[src/egf_pkg.sv]
package egf_pkg;

    // Clock and derived timing
    localparam int CLK_PERIOD_NS = 10;
    localparam int VEL_WINDOW_NS = 10000;
    localparam int VEL_WINDOW_CYC = VEL_WINDOW_NS / CLK_PERIOD_NS;

    // Motor resolution in increments per revolution
    localparam logic [31:0] MOTOR_INC_PER_REV = 32'h0002_0000;

    // Ratio pair reset values (numerator and denominator)
    localparam logic signed [31:0] RATIO_NUM_RESET = 32'sh0000_0001;
    localparam logic [31:0] RATIO_DEN_RESET = 32'h0000_0001;

    // Selector value that picks the numerator/denominator pair
    localparam logic [3:0] RATIO_SEL_PAIR = 4'h0;
    localparam logic [3:0] RATIO_SEL_MAX = 4'hb;

    // Divider length: bits of the scaled dividend
    localparam int DIV_BITS = 50;
    localparam logic [5:0] DIV_LAST = 6'h31;

    // Reference signal type
    typedef enum logic [1:0] {
        EGF_PULSE_AB = 2'h0,
        EGF_PULSE_PD = 2'h1,
        EGF_PULSE_CW_CCW = 2'h2
    } egf_pulse_t;

    // Follow method
    typedef enum logic [1:0] {
        EGF_POS_NO_COMP = 2'h0,
        EGF_POS_COMP = 2'h1,
        EGF_VEL_SYNC = 2'h2
    } egf_method_t;

    // Operating states, one-hot
    typedef enum logic [4:0] {
        EGF_ST_SWITCH_ON_DISABLED = 5'h01,
        EGF_ST_READY = 5'h02,
        EGF_ST_SWITCHED_ON = 5'h04,
        EGF_ST_OP_ENABLED = 5'h08,
        EGF_ST_QUICK_STOP = 5'h10
    } egf_state_t;

    // Configurable gear ratio pair
    typedef struct packed {
        logic signed [31:0] num;
        logic [31:0] den;
    } egf_ratio_t;

    // Reference increments per motor revolution for the fixed ratios
    function automatic logic [31:0] egf_fixed_den(input logic [3:0] sel);
        logic [31:0] d;
        d = 32'h0000_0001;
        case (sel)
            4'h1: d = 32'h0000_00c8;
            4'h2: d = 32'h0000_0190;
            4'h3: d = 32'h0000_01f4;
            4'h4: d = 32'h0000_03e8;
            4'h5: d = 32'h0000_07d0;
            4'h6: d = 32'h0000_0fa0;
            4'h7: d = 32'h0000_1388;
            4'h8: d = 32'h0000_2710;
            4'h9: d = 32'h0000_1000;
            4'ha: d = 32'h0000_2000;
            4'hb: d = 32'h0000_4000;
            default: d = 32'h0000_0001;
        endcase
        return d;
    endfunction

endpackage

[src/egf_follower.sv]
`timescale 1ns/100ps

// Contract
// - Position reference is increments times gear ratio
// - Accept A/B, P/D or CW/CCW reference
// - Exactly three follow methods by configuration
// - No compensation: drop increments while interrupted
// - Compensation: hold increments, make up afterwards
// - Velocity sync: follow rate, not position
// - Motor resolution 131072 increments per revolution
// - Following starts when power stage enables
// - Disabling power stage ends gear mode
// - Enable input drives power stage; reset clears
// - Ratio-select input switches two ratios live
// - Gear factor is numerator over denominator
// - Selector picks fixed ratio or pair
// - Negative numerator reverses motor direction
// - No-fault in states 4-6; active in 6
// - Option inverts reference signals before decoding
// - Fault-clear input clears reported error
// - Selector 0 pair; 1-11 fixed per-rev
// - Ratio takes effect when numerator written
module egf_follower #(
    parameter int POS_W = 32,
    parameter int VEL_WINDOW = egf_pkg::VEL_WINDOW_CYC
) (
    // Clock and reset
    input wire logic clk,
    input wire logic rst,
    // Reference pulse pins
    input wire logic pulse_train_input_a,
    input wire logic pulse_train_input_b,
    // Configuration
    input wire egf_pkg::egf_pulse_t cfg_pulse_type,
    input wire logic cfg_invert,
    input wire egf_pkg::egf_method_t cfg_method,
    input wire logic [3:0] ratio_selector,
    input wire egf_pkg::egf_ratio_t ratio_first,
    input wire logic ratio_first_num_wr,
    input wire egf_pkg::egf_ratio_t ratio_second,
    input wire logic ratio_second_num_wr,
    // Digital input pins
    input wire logic input_zero_enable,
    input wire logic input_one_fault_clear,
    input wire logic input_four_ratio_select,
    input wire logic input_five_halt,
    // Class 1 error event from drive monitoring
    input wire logic error_class_one,
    // Digital outputs
    output logic output_zero_no_fault,
    output logic output_one_active,
    output logic output_three_standstill,
    output logic output_four_selected_error,
    // Drive side
    output logic power_stage_on,
    output logic [POS_W-1:0] position_reference,
    output logic signed [31:0] motor_velocity,
    output egf_pkg::egf_state_t op_state
);

    // Elaboration check: the window counter is 16 bits and the step arithmetic assumes these widths
    if (POS_W < 16 || POS_W > 64 || VEL_WINDOW < 1 || VEL_WINDOW > 65535) begin : g_bad_param
        $error("egf_follower: unsupported parameter value");
    end

    // Two-flop synchronisers for all pins; stage one is read only by stage two
    logic [5:0] pin_s1;
    logic [5:0] pin_s2;
    always_ff @(posedge clk or posedge rst) begin
        if (rst) begin
            pin_s1 <= 6'h00;
            pin_s2 <= 6'h00;
        end else begin
            pin_s1 <= {input_five_halt, input_four_ratio_select, input_one_fault_clear,
                       input_zero_enable, pulse_train_input_b, pulse_train_input_a};
            pin_s2 <= pin_s1;
        end
    end

    wire sig_a = pin_s2[0] ^ cfg_invert;
    wire sig_b = pin_s2[1] ^ cfg_invert;
    wire en_s = pin_s2[2];
    wire clr_s = pin_s2[3];
    wire sel2_s = pin_s2[4];
    wire halt_s = pin_s2[5];

    // Previous decoded levels for edge detection
    logic prev_a;
    logic prev_b;
    logic prev_clr;
    always_ff @(posedge clk or posedge rst) begin
        if (rst) begin
            prev_a <= 1'b0;
            prev_b <= 1'b0;
            prev_clr <= 1'b0;
        end else begin
            prev_a <= sig_a;
            prev_b <= sig_b;
            prev_clr <= clr_s;
        end
    end

    // Decoder: quadrature counts every edge, a simultaneous A and B change is illegal and dropped
    wire a_chg = sig_a ^ prev_a;
    wire b_chg = sig_b ^ prev_b;
    wire a_rise = sig_a & ~prev_a;
    wire b_rise = sig_b & ~prev_b;
    wire quad_step = a_chg ^ b_chg;
    wire quad_up = sig_a ^ prev_b;
    wire dec_step = (cfg_pulse_type == egf_pkg::EGF_PULSE_AB) ? quad_step :
                    (cfg_pulse_type == egf_pkg::EGF_PULSE_PD) ? a_rise :
                    (cfg_pulse_type == egf_pkg::EGF_PULSE_CW_CCW) ? (a_rise ^ b_rise) : 1'b0;
    wire dec_up = (cfg_pulse_type == egf_pkg::EGF_PULSE_AB) ? quad_up :
                  (cfg_pulse_type == egf_pkg::EGF_PULSE_PD) ? sig_b : a_rise;

    // Operating state machine
    egf_pkg::egf_state_t state;
    egf_pkg::egf_state_t next_state;
    logic err_pend;
    always_comb begin
        next_state = state;
        case (state)
            egf_pkg::EGF_ST_SWITCH_ON_DISABLED: next_state = egf_pkg::EGF_ST_READY;
            egf_pkg::EGF_ST_READY: begin
                if (en_s) next_state = egf_pkg::EGF_ST_SWITCHED_ON;
            end
            egf_pkg::EGF_ST_SWITCHED_ON: begin
                next_state = en_s ? egf_pkg::EGF_ST_OP_ENABLED : egf_pkg::EGF_ST_READY;
            end
            egf_pkg::EGF_ST_OP_ENABLED: begin
                if (!en_s) next_state = egf_pkg::EGF_ST_READY;
                else if (err_pend) next_state = egf_pkg::EGF_ST_QUICK_STOP;
            end
            egf_pkg::EGF_ST_QUICK_STOP: begin
                if (!en_s) next_state = egf_pkg::EGF_ST_SWITCH_ON_DISABLED;
                else if (!err_pend) next_state = egf_pkg::EGF_ST_OP_ENABLED;
            end
            default: next_state = egf_pkg::EGF_ST_SWITCH_ON_DISABLED;
        endcase
    end

    // Error flag: a new error in the clearing cycle wins over the clear
    wire clr_edge = clr_s & ~prev_clr;
    always_ff @(posedge clk or posedge rst) begin
        if (rst) begin
            state <= egf_pkg::EGF_ST_SWITCH_ON_DISABLED;
            err_pend <= 1'b0;
        end else begin
            state <= next_state;
            err_pend <= error_class_one | (err_pend & ~clr_edge);
        end
    end

    wire mode_on = (state == egf_pkg::EGF_ST_OP_ENABLED) || (state == egf_pkg::EGF_ST_QUICK_STOP);
    wire interrupted = halt_s || (state == egf_pkg::EGF_ST_QUICK_STOP);
    wire is_comp = (cfg_method == egf_pkg::EGF_POS_COMP);
    wire is_vel = (cfg_method == egf_pkg::EGF_VEL_SYNC);

    // Active ratio pairs; each pair is taken together when its numerator is written
    egf_pkg::egf_ratio_t pair_one;
    egf_pkg::egf_ratio_t pair_two;
    always_ff @(posedge clk or posedge rst) begin
        if (rst) begin
            pair_one <= {egf_pkg::RATIO_NUM_RESET, egf_pkg::RATIO_DEN_RESET};
            pair_two <= {egf_pkg::RATIO_NUM_RESET, egf_pkg::RATIO_DEN_RESET};
        end else begin
            if (ratio_first_num_wr) pair_one <= ratio_first;
            if (ratio_second_num_wr) pair_two <= ratio_second;
        end
    end

    // Ratio selection; a selector beyond the table falls back to the pair
    wire use_pair = (ratio_selector == egf_pkg::RATIO_SEL_PAIR) ||
                    (ratio_selector > egf_pkg::RATIO_SEL_MAX);
    wire egf_pkg::egf_ratio_t pair_live = sel2_s ? pair_two : pair_one;
    wire logic signed [31:0] num_eff = use_pair ? pair_live.num : $signed(egf_pkg::MOTOR_INC_PER_REV);
    wire logic [31:0] den_eff = use_pair ? pair_live.den : egf_pkg::egf_fixed_den(ratio_selector);
    wire logic [31:0] den_safe = (den_eff == 32'h0) ? 32'h1 : den_eff;

    // Pending reference increments waiting for scaling
    logic signed [15:0] pending;
    logic [31:0] rem;
    logic busy;
    wire accept = mode_on && (!interrupted || is_comp);
    wire logic signed [15:0] step_val = !(accept && dec_step) ? 16'sh0000 : (dec_up ? 16'sh0001 : 16'shffff);
    wire start = mode_on && !busy && !interrupted && (pending != 16'sh0000);
    wire logic signed [15:0] next_pending = (start ? 16'sh0000 : pending) + step_val;

    // Scaled dividend: carried remainder plus pending times numerator
    wire logic [31:0] rem_use = (rem < den_safe) ? rem : 32'h0;
    wire logic signed [47:0] prod = pending * num_eff;
    wire logic signed [49:0] div_in = {{2{prod[47]}}, prod} + {18'h0, rem_use};
    wire logic [49:0] div_mag = div_in[49] ? (50'h0 - div_in) : div_in;

    // Restoring divider, one quotient bit per cycle
    logic [49:0] dq;
    logic [31:0] dr;
    logic [31:0] dden;
    logic dneg;
    logic [5:0] dcnt;
    wire logic [32:0] dr_sh = {dr, dq[49]};
    wire ge = dr_sh >= {1'b0, dden};
    wire logic [32:0] dr_sub = dr_sh - {1'b0, dden};
    wire logic [31:0] dr_next = ge ? dr_sub[31:0] : dr_sh[31:0];
    wire logic [49:0] dq_next = {dq[48:0], ge};
    wire done = busy && (dcnt == egf_pkg::DIV_LAST);

    // Floor division so the remainder always stays in [0, den)
    wire exact = (dr_next == 32'h0);
    wire logic signed [49:0] q_fin = !dneg ? $signed(dq_next) :
                                     exact ? -$signed(dq_next) : -$signed(dq_next) - 50'sd1;
    wire logic [31:0] r_fin = (!dneg || exact) ? dr_next : (dden - dr_next);

    always_ff @(posedge clk or posedge rst) begin
        if (rst) begin
            pending <= 16'sh0000;
            busy <= 1'b0;
            dcnt <= 6'h00;
            dq <= 50'h0;
            dr <= 32'h0;
            dden <= 32'h1;
            dneg <= 1'b0;
        end else if (!mode_on) begin
            // Leaving the gear mode drops all scaling work
            pending <= 16'sh0000;
            busy <= 1'b0;
            dcnt <= 6'h00;
        end else begin
            pending <= next_pending;
            if (start) begin
                busy <= 1'b1;
                dcnt <= 6'h00;
                dq <= div_mag;
                dr <= 32'h0;
                dden <= den_safe;
                dneg <= div_in[49];
            end else if (busy) begin
                dq <= dq_next;
                dr <= dr_next;
                dcnt <= dcnt + 6'h01;
                if (done) busy <= 1'b0;
            end
        end
    end

    // Position reference and remainder; velocity mode does not move the position
    logic signed [31:0] vel_sum;
    logic [15:0] win_cnt;
    wire win_end = (win_cnt == 16'(VEL_WINDOW - 1));
    wire logic signed [31:0] q_short = q_fin[31:0];
    always_ff @(posedge clk or posedge rst) begin
        if (rst) begin
            rem <= 32'h0;
            position_reference <= '0;
        end else if (!mode_on) begin
            rem <= 32'h0;
        end else if (done) begin
            rem <= r_fin;
            if (!is_vel) position_reference <= position_reference + POS_W'(q_fin);
        end
    end

    // Velocity in motor increments per window; tracks rate only
    always_ff @(posedge clk or posedge rst) begin
        if (rst) begin
            vel_sum <= 32'sh0;
            win_cnt <= 16'h0;
            motor_velocity <= 32'sh0;
        end else begin
            win_cnt <= win_end ? 16'h0 : win_cnt + 16'h1;
            if (win_end) begin
                motor_velocity <= mode_on ? (vel_sum + (done ? q_short : 32'sh0)) : 32'sh0;
                vel_sum <= 32'sh0;
            end else if (done) begin
                vel_sum <= vel_sum + q_short;
            end
        end
    end

    // Status outputs
    always_ff @(posedge clk or posedge rst) begin
        if (rst) begin
            output_zero_no_fault <= 1'b0;
            output_one_active <= 1'b0;
            output_three_standstill <= 1'b1;
            output_four_selected_error <= 1'b0;
            power_stage_on <= 1'b0;
            op_state <= egf_pkg::EGF_ST_SWITCH_ON_DISABLED;
        end else begin
            output_zero_no_fault <= (next_state == egf_pkg::EGF_ST_READY) ||
                                    (next_state == egf_pkg::EGF_ST_SWITCHED_ON) ||
                                    (next_state == egf_pkg::EGF_ST_OP_ENABLED);
            output_one_active <= (next_state == egf_pkg::EGF_ST_OP_ENABLED);
            output_three_standstill <= (motor_velocity == 32'sh0) && !busy;
            output_four_selected_error <= err_pend;
            power_stage_on <= (next_state == egf_pkg::EGF_ST_OP_ENABLED) ||
                              (next_state == egf_pkg::EGF_ST_QUICK_STOP);
            op_state <= next_state;
        end
    end
endmodule

[config.mk]
export PLATFORM = sky130hd
export DESIGN_NAME = egf_follower
export DESIGN_NICKNAME = d
export VERILOG_FILES = /design/src/egf_pkg.sv /design/src/egf_follower.sv
export SDC_FILE = /design/constraint.sdc
export NUM_CORES = 2
export LEC_CHECK = 0
export ABC_AREA = 1
export BUFFER_PORTS_ARGS = -buffer_cell sky130_fd_sc_hd__buf_2
export CORE_UTILIZATION = 58
export CTS_CLUSTER_SIZE = 12
export DETAILED_ROUTE_END_ITERATION = 10
export PLACE_DENSITY = 0.79
export SLEW_MARGIN = 20
export SYNTH_ARGS = -nofsm -noshare
export SYNTH_HDL_FRONTEND = slang
export SYNTH_SLANG_ARGS = --single-unit
export TNS_END_PERCENT = 100
[constraint.sdc]
create_clock -name clk -period 15.9 [get_ports clk]
set_input_delay 3.18 -clock clk [delete_from_list [all_inputs] [get_ports clk]]
set_output_delay 3.18 -clock clk [all_outputs]
set_load 0.02 [all_outputs]
# == Yosys cells after proc, flatten, opt, wreduce, memory -nomap -nowiden ==
# Memories as Yosys holds them, arrays and structs flattened.
# Cells that the tools add are included.
# word_totals
romBits,224
inputBits,148
mem_count,1
out_inout_bits,74
ff_bits,436
word_cells,152
# classes
n_mux,44
eq_ne,17
order_cmp,3
n_reduce_logical,29
n_mul,1
add_sub_neg,12
bitwise_logic,17
# mem_list
name,depth,word_bits,read_ports,rd_clocked_by_memory_dff,wr,line_no,source
(name not given),16,14,1,0,0,egf_pkg.sv:56,case (sel)
# ops
op,n
$mux 32,16
$mux 50,3
$add 32x32->32,3
$logic_not 32->1,3
$mux 16,5
$mux 64,1
$sub 32x32->32,2
$sub 1x49->50 const A,1
$add 48x33->49,1
$mul 16x32->48,1
$ge 33x32->1,1
$lt 32x32->1,1
$neg 32->32,1
$sub 32x2->32 const B,1
$mux 5,5
$pmux 5 s5,1
$mux 6,3
$add 16x1->16 const B,1
$add 16x16->16,1
$eq 16x10->1 const B,1
$reduce_bool 16->1,1
$eq 5x2->1 const B,2
$eq 5x3->1 const B,2
$eq 5x4->1 const B,2
other kinds (23),64

# == Depth between registers and ports, before layout ==
# logic_depth
word_depth,11
depth_mapped,58

# == Worst setup path after synthesis ==
# OpenSTA, ideal clock, no wires.
# synth_path
kind,input to register
startpoint,in ratio_selector[0]
endpoint,reg dq[43]
required_time_ns,15.779
path_buffers,3
arrival_ns,10.601
setup_time_ns,0.121
path_stages,44
path_slack_ns,5.178
cell_sequence,inv_1 -> ha_1 -> inv_1 -> o21ai_1 -> nand2_1 -> inv_2 -> clkbuf_1 -> clkbuf_1 -> nand2_1 -> inv_1 -> clkbuf_1 -> nand2_1 -> fa_1 -> inv_1 -> fa_1 -> inv_1 -> fa_1 -> inv_1 -> [... 8 more ...] -> inv_1 -> nor4_1 -> nand2_1 -> o211ai_1 -> xor2_1 -> inv_1 -> nor2_1 -> inv_1 -> nor2_1 -> nand4_1 -> nor2_1 -> nand3_1 -> nand2_1 -> nand2_1 -> nand2_1 -> nand2_1 -> o21bai_1 -> nand2_1
# synth_between
elab_chain_cells,11
elab_cells_between_ends,15
cone_classes,add/sub: 2; mul: 1; order compare: 2; mux: 6; reduce/logical: 3; memory: 1
# synth_lines
item,line_no,source
start: declaration,egf_follower.sv:37,"input wire logic [3:0] ratio_selector,"
branches (longest 7 deep; another with $mul 16x32->48),n/a,
$add 48x33->49 (*),egf_follower.sv:192,"wire logic signed [49:0] div_in = {{2{prod[47]}}, prod} + {18'h0, rem_use};"
$sub 1x49->50,egf_follower.sv:193,wire logic [49:0] div_mag = div_in[49] ? (50'h0 - div_in) : div_in;
$mux 50 (*),egf_follower.sv:193,
$mux 50 (*),egf_follower.sv:230,if (start) begin
end signal: assignment,egf_follower.sv:233,dq <= div_mag;
end signal: assignment,egf_follower.sv:238,dq <= dq_next;
end: declaration,egf_follower.sv:196,logic [49:0] dq;
# Mark *: on every way between the ends.
# A chain may end at the register's enable or synchronous reset.

# == Worst setup path after layout ==
# layout_path
startpoint,in ratio_selector[0]
endpoint,reg dq[7]
# Same word-level chain as after synthesis.

==> flow_summary.json <==
{
  "area_delta_synth_final_pct": 7.66,
  "syn-cell-area_um2": 51100,
  "start_util_pct": 58.8,
  "finClkSkew_ns": 0.0323,
  "grt_pass1_wl_mm": 256,
  "drt_iter0_markers": 3989,
  "ys_seq_area_share_pct": 21.3,
  "ios": 222,
  "clk_path_buf_depth": 3,
  "finalWirelength_mm": 160,
  "final_common_cell": "nand2_1",
  "postCtsSetupBuffers": 0,
  "cp_top_family": "adder cells",
  "post_cts_resized": 0,
  "fin_cells": 8194,
  "synth_ff_type": "dfrtp_1",
  "antenna_left": 0,
  "overflow": 0,
  "vdd_drop_max_v": 0.0000889,
  "place_inst": 8089,
  "post-route-drc-count": 0,
  "final_area_um2": 55100,
  "r2r-start": "pin_s2[4]",
  "critPathKind": "input pin to flop",
  "worstPathArrival_ns": 13.25,
  "ctsHtreeMaxLevel": 2,
  "cts_buffers": 53,
  "die_h_um": 299,
  "ff_latch_area_um2": 10900,
  "cp-end-kind": "flop",
  "required_ns": 16.38,
  "grt_max_degree": 125,
  "timing.final.crit_share_pct": 80.3,
  "cts_tree": "yes",
  "syn_area_per_cell_um2": 7.42,
  "final_max_slew_viol_count": 0,
  "outcome": "complete, no violations",
  "core_area_um2": 87000,
  "multi_input_area_um2": 34800,
  "synth_nets": 7902,
  "hold_slack_ns": 0.348,
  "synth.distinct_cells": 70,
  "drt-wirelength-per-cell_um": 19.5,
  "worst-path-buf-inv": 9,
  "fill_cells": 7859,
  "synthCells": 6891,
  "cts_sinks": 436,
  "p_leak_uw": 0.0266,
  "antenna_found_initial": 9,
  "dp_hpwl_mm": 128,
  "layout-drive-gt1-share_pct": 7.74,
  "die_area_um2": 89400,
  "rsz0062_at_grt": "false",
  "synth_edf_count": 0,
  "final_net_count": 8001,
  "finalWeightedCongestion": 1.03,
  "max_freq_mhz": 78.4,
  "drv_cap": 0,
  "slowest_stage": "fa_1",
  "hp-class": "flop to flop",
  "path_max_fanout": 53,
  "io_buffers": 221,
  "hp-start": "pin_s1[0]",
  "postCtsHoldBufs": 0,
  "setup_tns_ns": 0,
  "max_slew_margin_pct": 26.3,
  "hold_violations": 0,
  "yosysWarnings": 0,
  "tightest_slew_ns": 1.10,
  "drtPass1Iterations": 6,
  "finalSetupViolations": 0,
  "crit_start": "ratio_selector[0]",
  "routed_via_density": 5.73,
  "cp-start-kind": "input pin",
  "async_reset_ff_share_pct": 100,
  "rows": 108,
  "mostFrequentLayoutCells": "nand2_1, inv_1, nor2_1, fa_1, o21ai_0",
  "placed_cell_area_um2": 53100,
  "power_density_nw_per_um2": 59.2,
  "clk-insertion-delay-late_ns": 0.64,
  "grt_pass1_vias": 47400,
  "cpPeakStageDelay_ns": 0.96,
  "power.total_uw": 3260,
  "die_x_um": 299,
  "cts_root_buf": "clkbuf_16",
  "vias": 47000,
  "grt_usage_pct": 36.4,
  "clk_pin_slew_worst_paths_ns": 0.06,
  "ys_ff_latch": 436,
  "min_period_ns": 12.76
}
[per-layer routing]
| layer | vias up | GRT usage, % | routed length, um |
|---|---|---|---|
| met2 | 1996 | 59.4 | 73800 |
| li1 | 21900 | - | - |
| met3 | 478 | 4.68 | 11700 |
| met4 | 4 | 17.7 | 8320 |
| met5 | - | 0 | 22 |
| met1 | 22600 | 48.0 | 66100 |
[stage by stage]
stage          utilization, %  worst slack, ns
5_1_grt                  63.3             2.30
3_5_place_dp             61.0             2.38
2_1_floorplan               -            0.586
6_report                 63.3             3.14
3_3_place_gp             61.0             2.57
4_1_cts                  63.2             3.04
[kinds of logic after synthesis]
family | Yosys count | synth area share [%]
AOI/OAI and AO/OA | 1078 | 11.8
xor gates and xnor gates | 172 | 2.95
adders and majority gates | 863 | 28.9
buffers and inverters | 1419 | 10.6
DFF | 436 | 21.3
muxes | 67 | 1.48
and+or+nand+nor | 2856 | 23.0
[power by group]
| group | internal (uW) | total (uW) | switching, uW |
|---|---|---|---|
| Clock | 808 | 1350 | 538 |
| Combinational | 223 | 698 | 475 |
| Sequential | 1170 | 1220 | 46.6 |
[final timing paths]
kind                              endpoint  slack [ns]  cells past startpoint
max in group asynchronous       win_cnt[2]       11.28                      5
worst max-delay path                 dq[7]        3.14                     32
worst max register to register       dq[7]        5.52                     43
worst min-delay path             pin_s2[0]        0.35                      0
worst min register to register   pin_s2[0]        0.35                      0
min in group asynchronous            dr[5]        2.71                      2
[synth_stat cells, types with 22 or more instances]
cell type | count | area, um2
o22ai_1 | 30 | 188
a21oi_1 | 342 | 1710
nand3_1 | 214 | 1070
o21ai_0 | 488 | 2440
nor4_1 | 43 | 269
o21ai_1 | 22 | 110
fa_1 | 529 | 10600
clkbuf_1 | 182 | 683
dfrtp_1 | 429 | 10700
mux2_2 | 67 | 754
nand4_1 | 75 | 469
xor2_1 | 112 | 981
nor2_1 | 625 | 2350
nand2_1 | 1738 | 6520
o211ai_1 | 23 | 173
xnor2_1 | 60 | 526
nor3_1 | 52 | 260
ha_1 | 334 | 4180
inv_1 | 1176 | 4410
[worst reg2reg max path: cells and delay by family (launching register included)]
kind            cells  cell delay, ns
compound gates      6            1.14
buf+inv             5            1.63
simple gates       25            3.95
fa+ha+maj           6            2.60
flops               1            0.80
xor+xnor            1            0.14
[registers in the layout, summed over array words and instances, names as in the netlist, 5 cells and up]
register            count
pair_one               64
pair_two               64
dq                     50
dden                   32
dr                     32
motor_velocity         32
position_reference     32
rem                    32
vel_sum                32
pending                16
win_cnt                16
dcnt                    6
pin_s1                  6
pin_s2                  6
op_state                5
[final cells by class]
cell class	count	area share, %
inverter	1207	8.25
clock inverter	25	0.723
clock buffer	71	2.71
antenna	8	0.0364
timing repair buffer	256	2.53
tap	1155	2.62
sequential	436	19.8
multi-input combinational	5036	63.3
(Power assumes the default switching activity.)
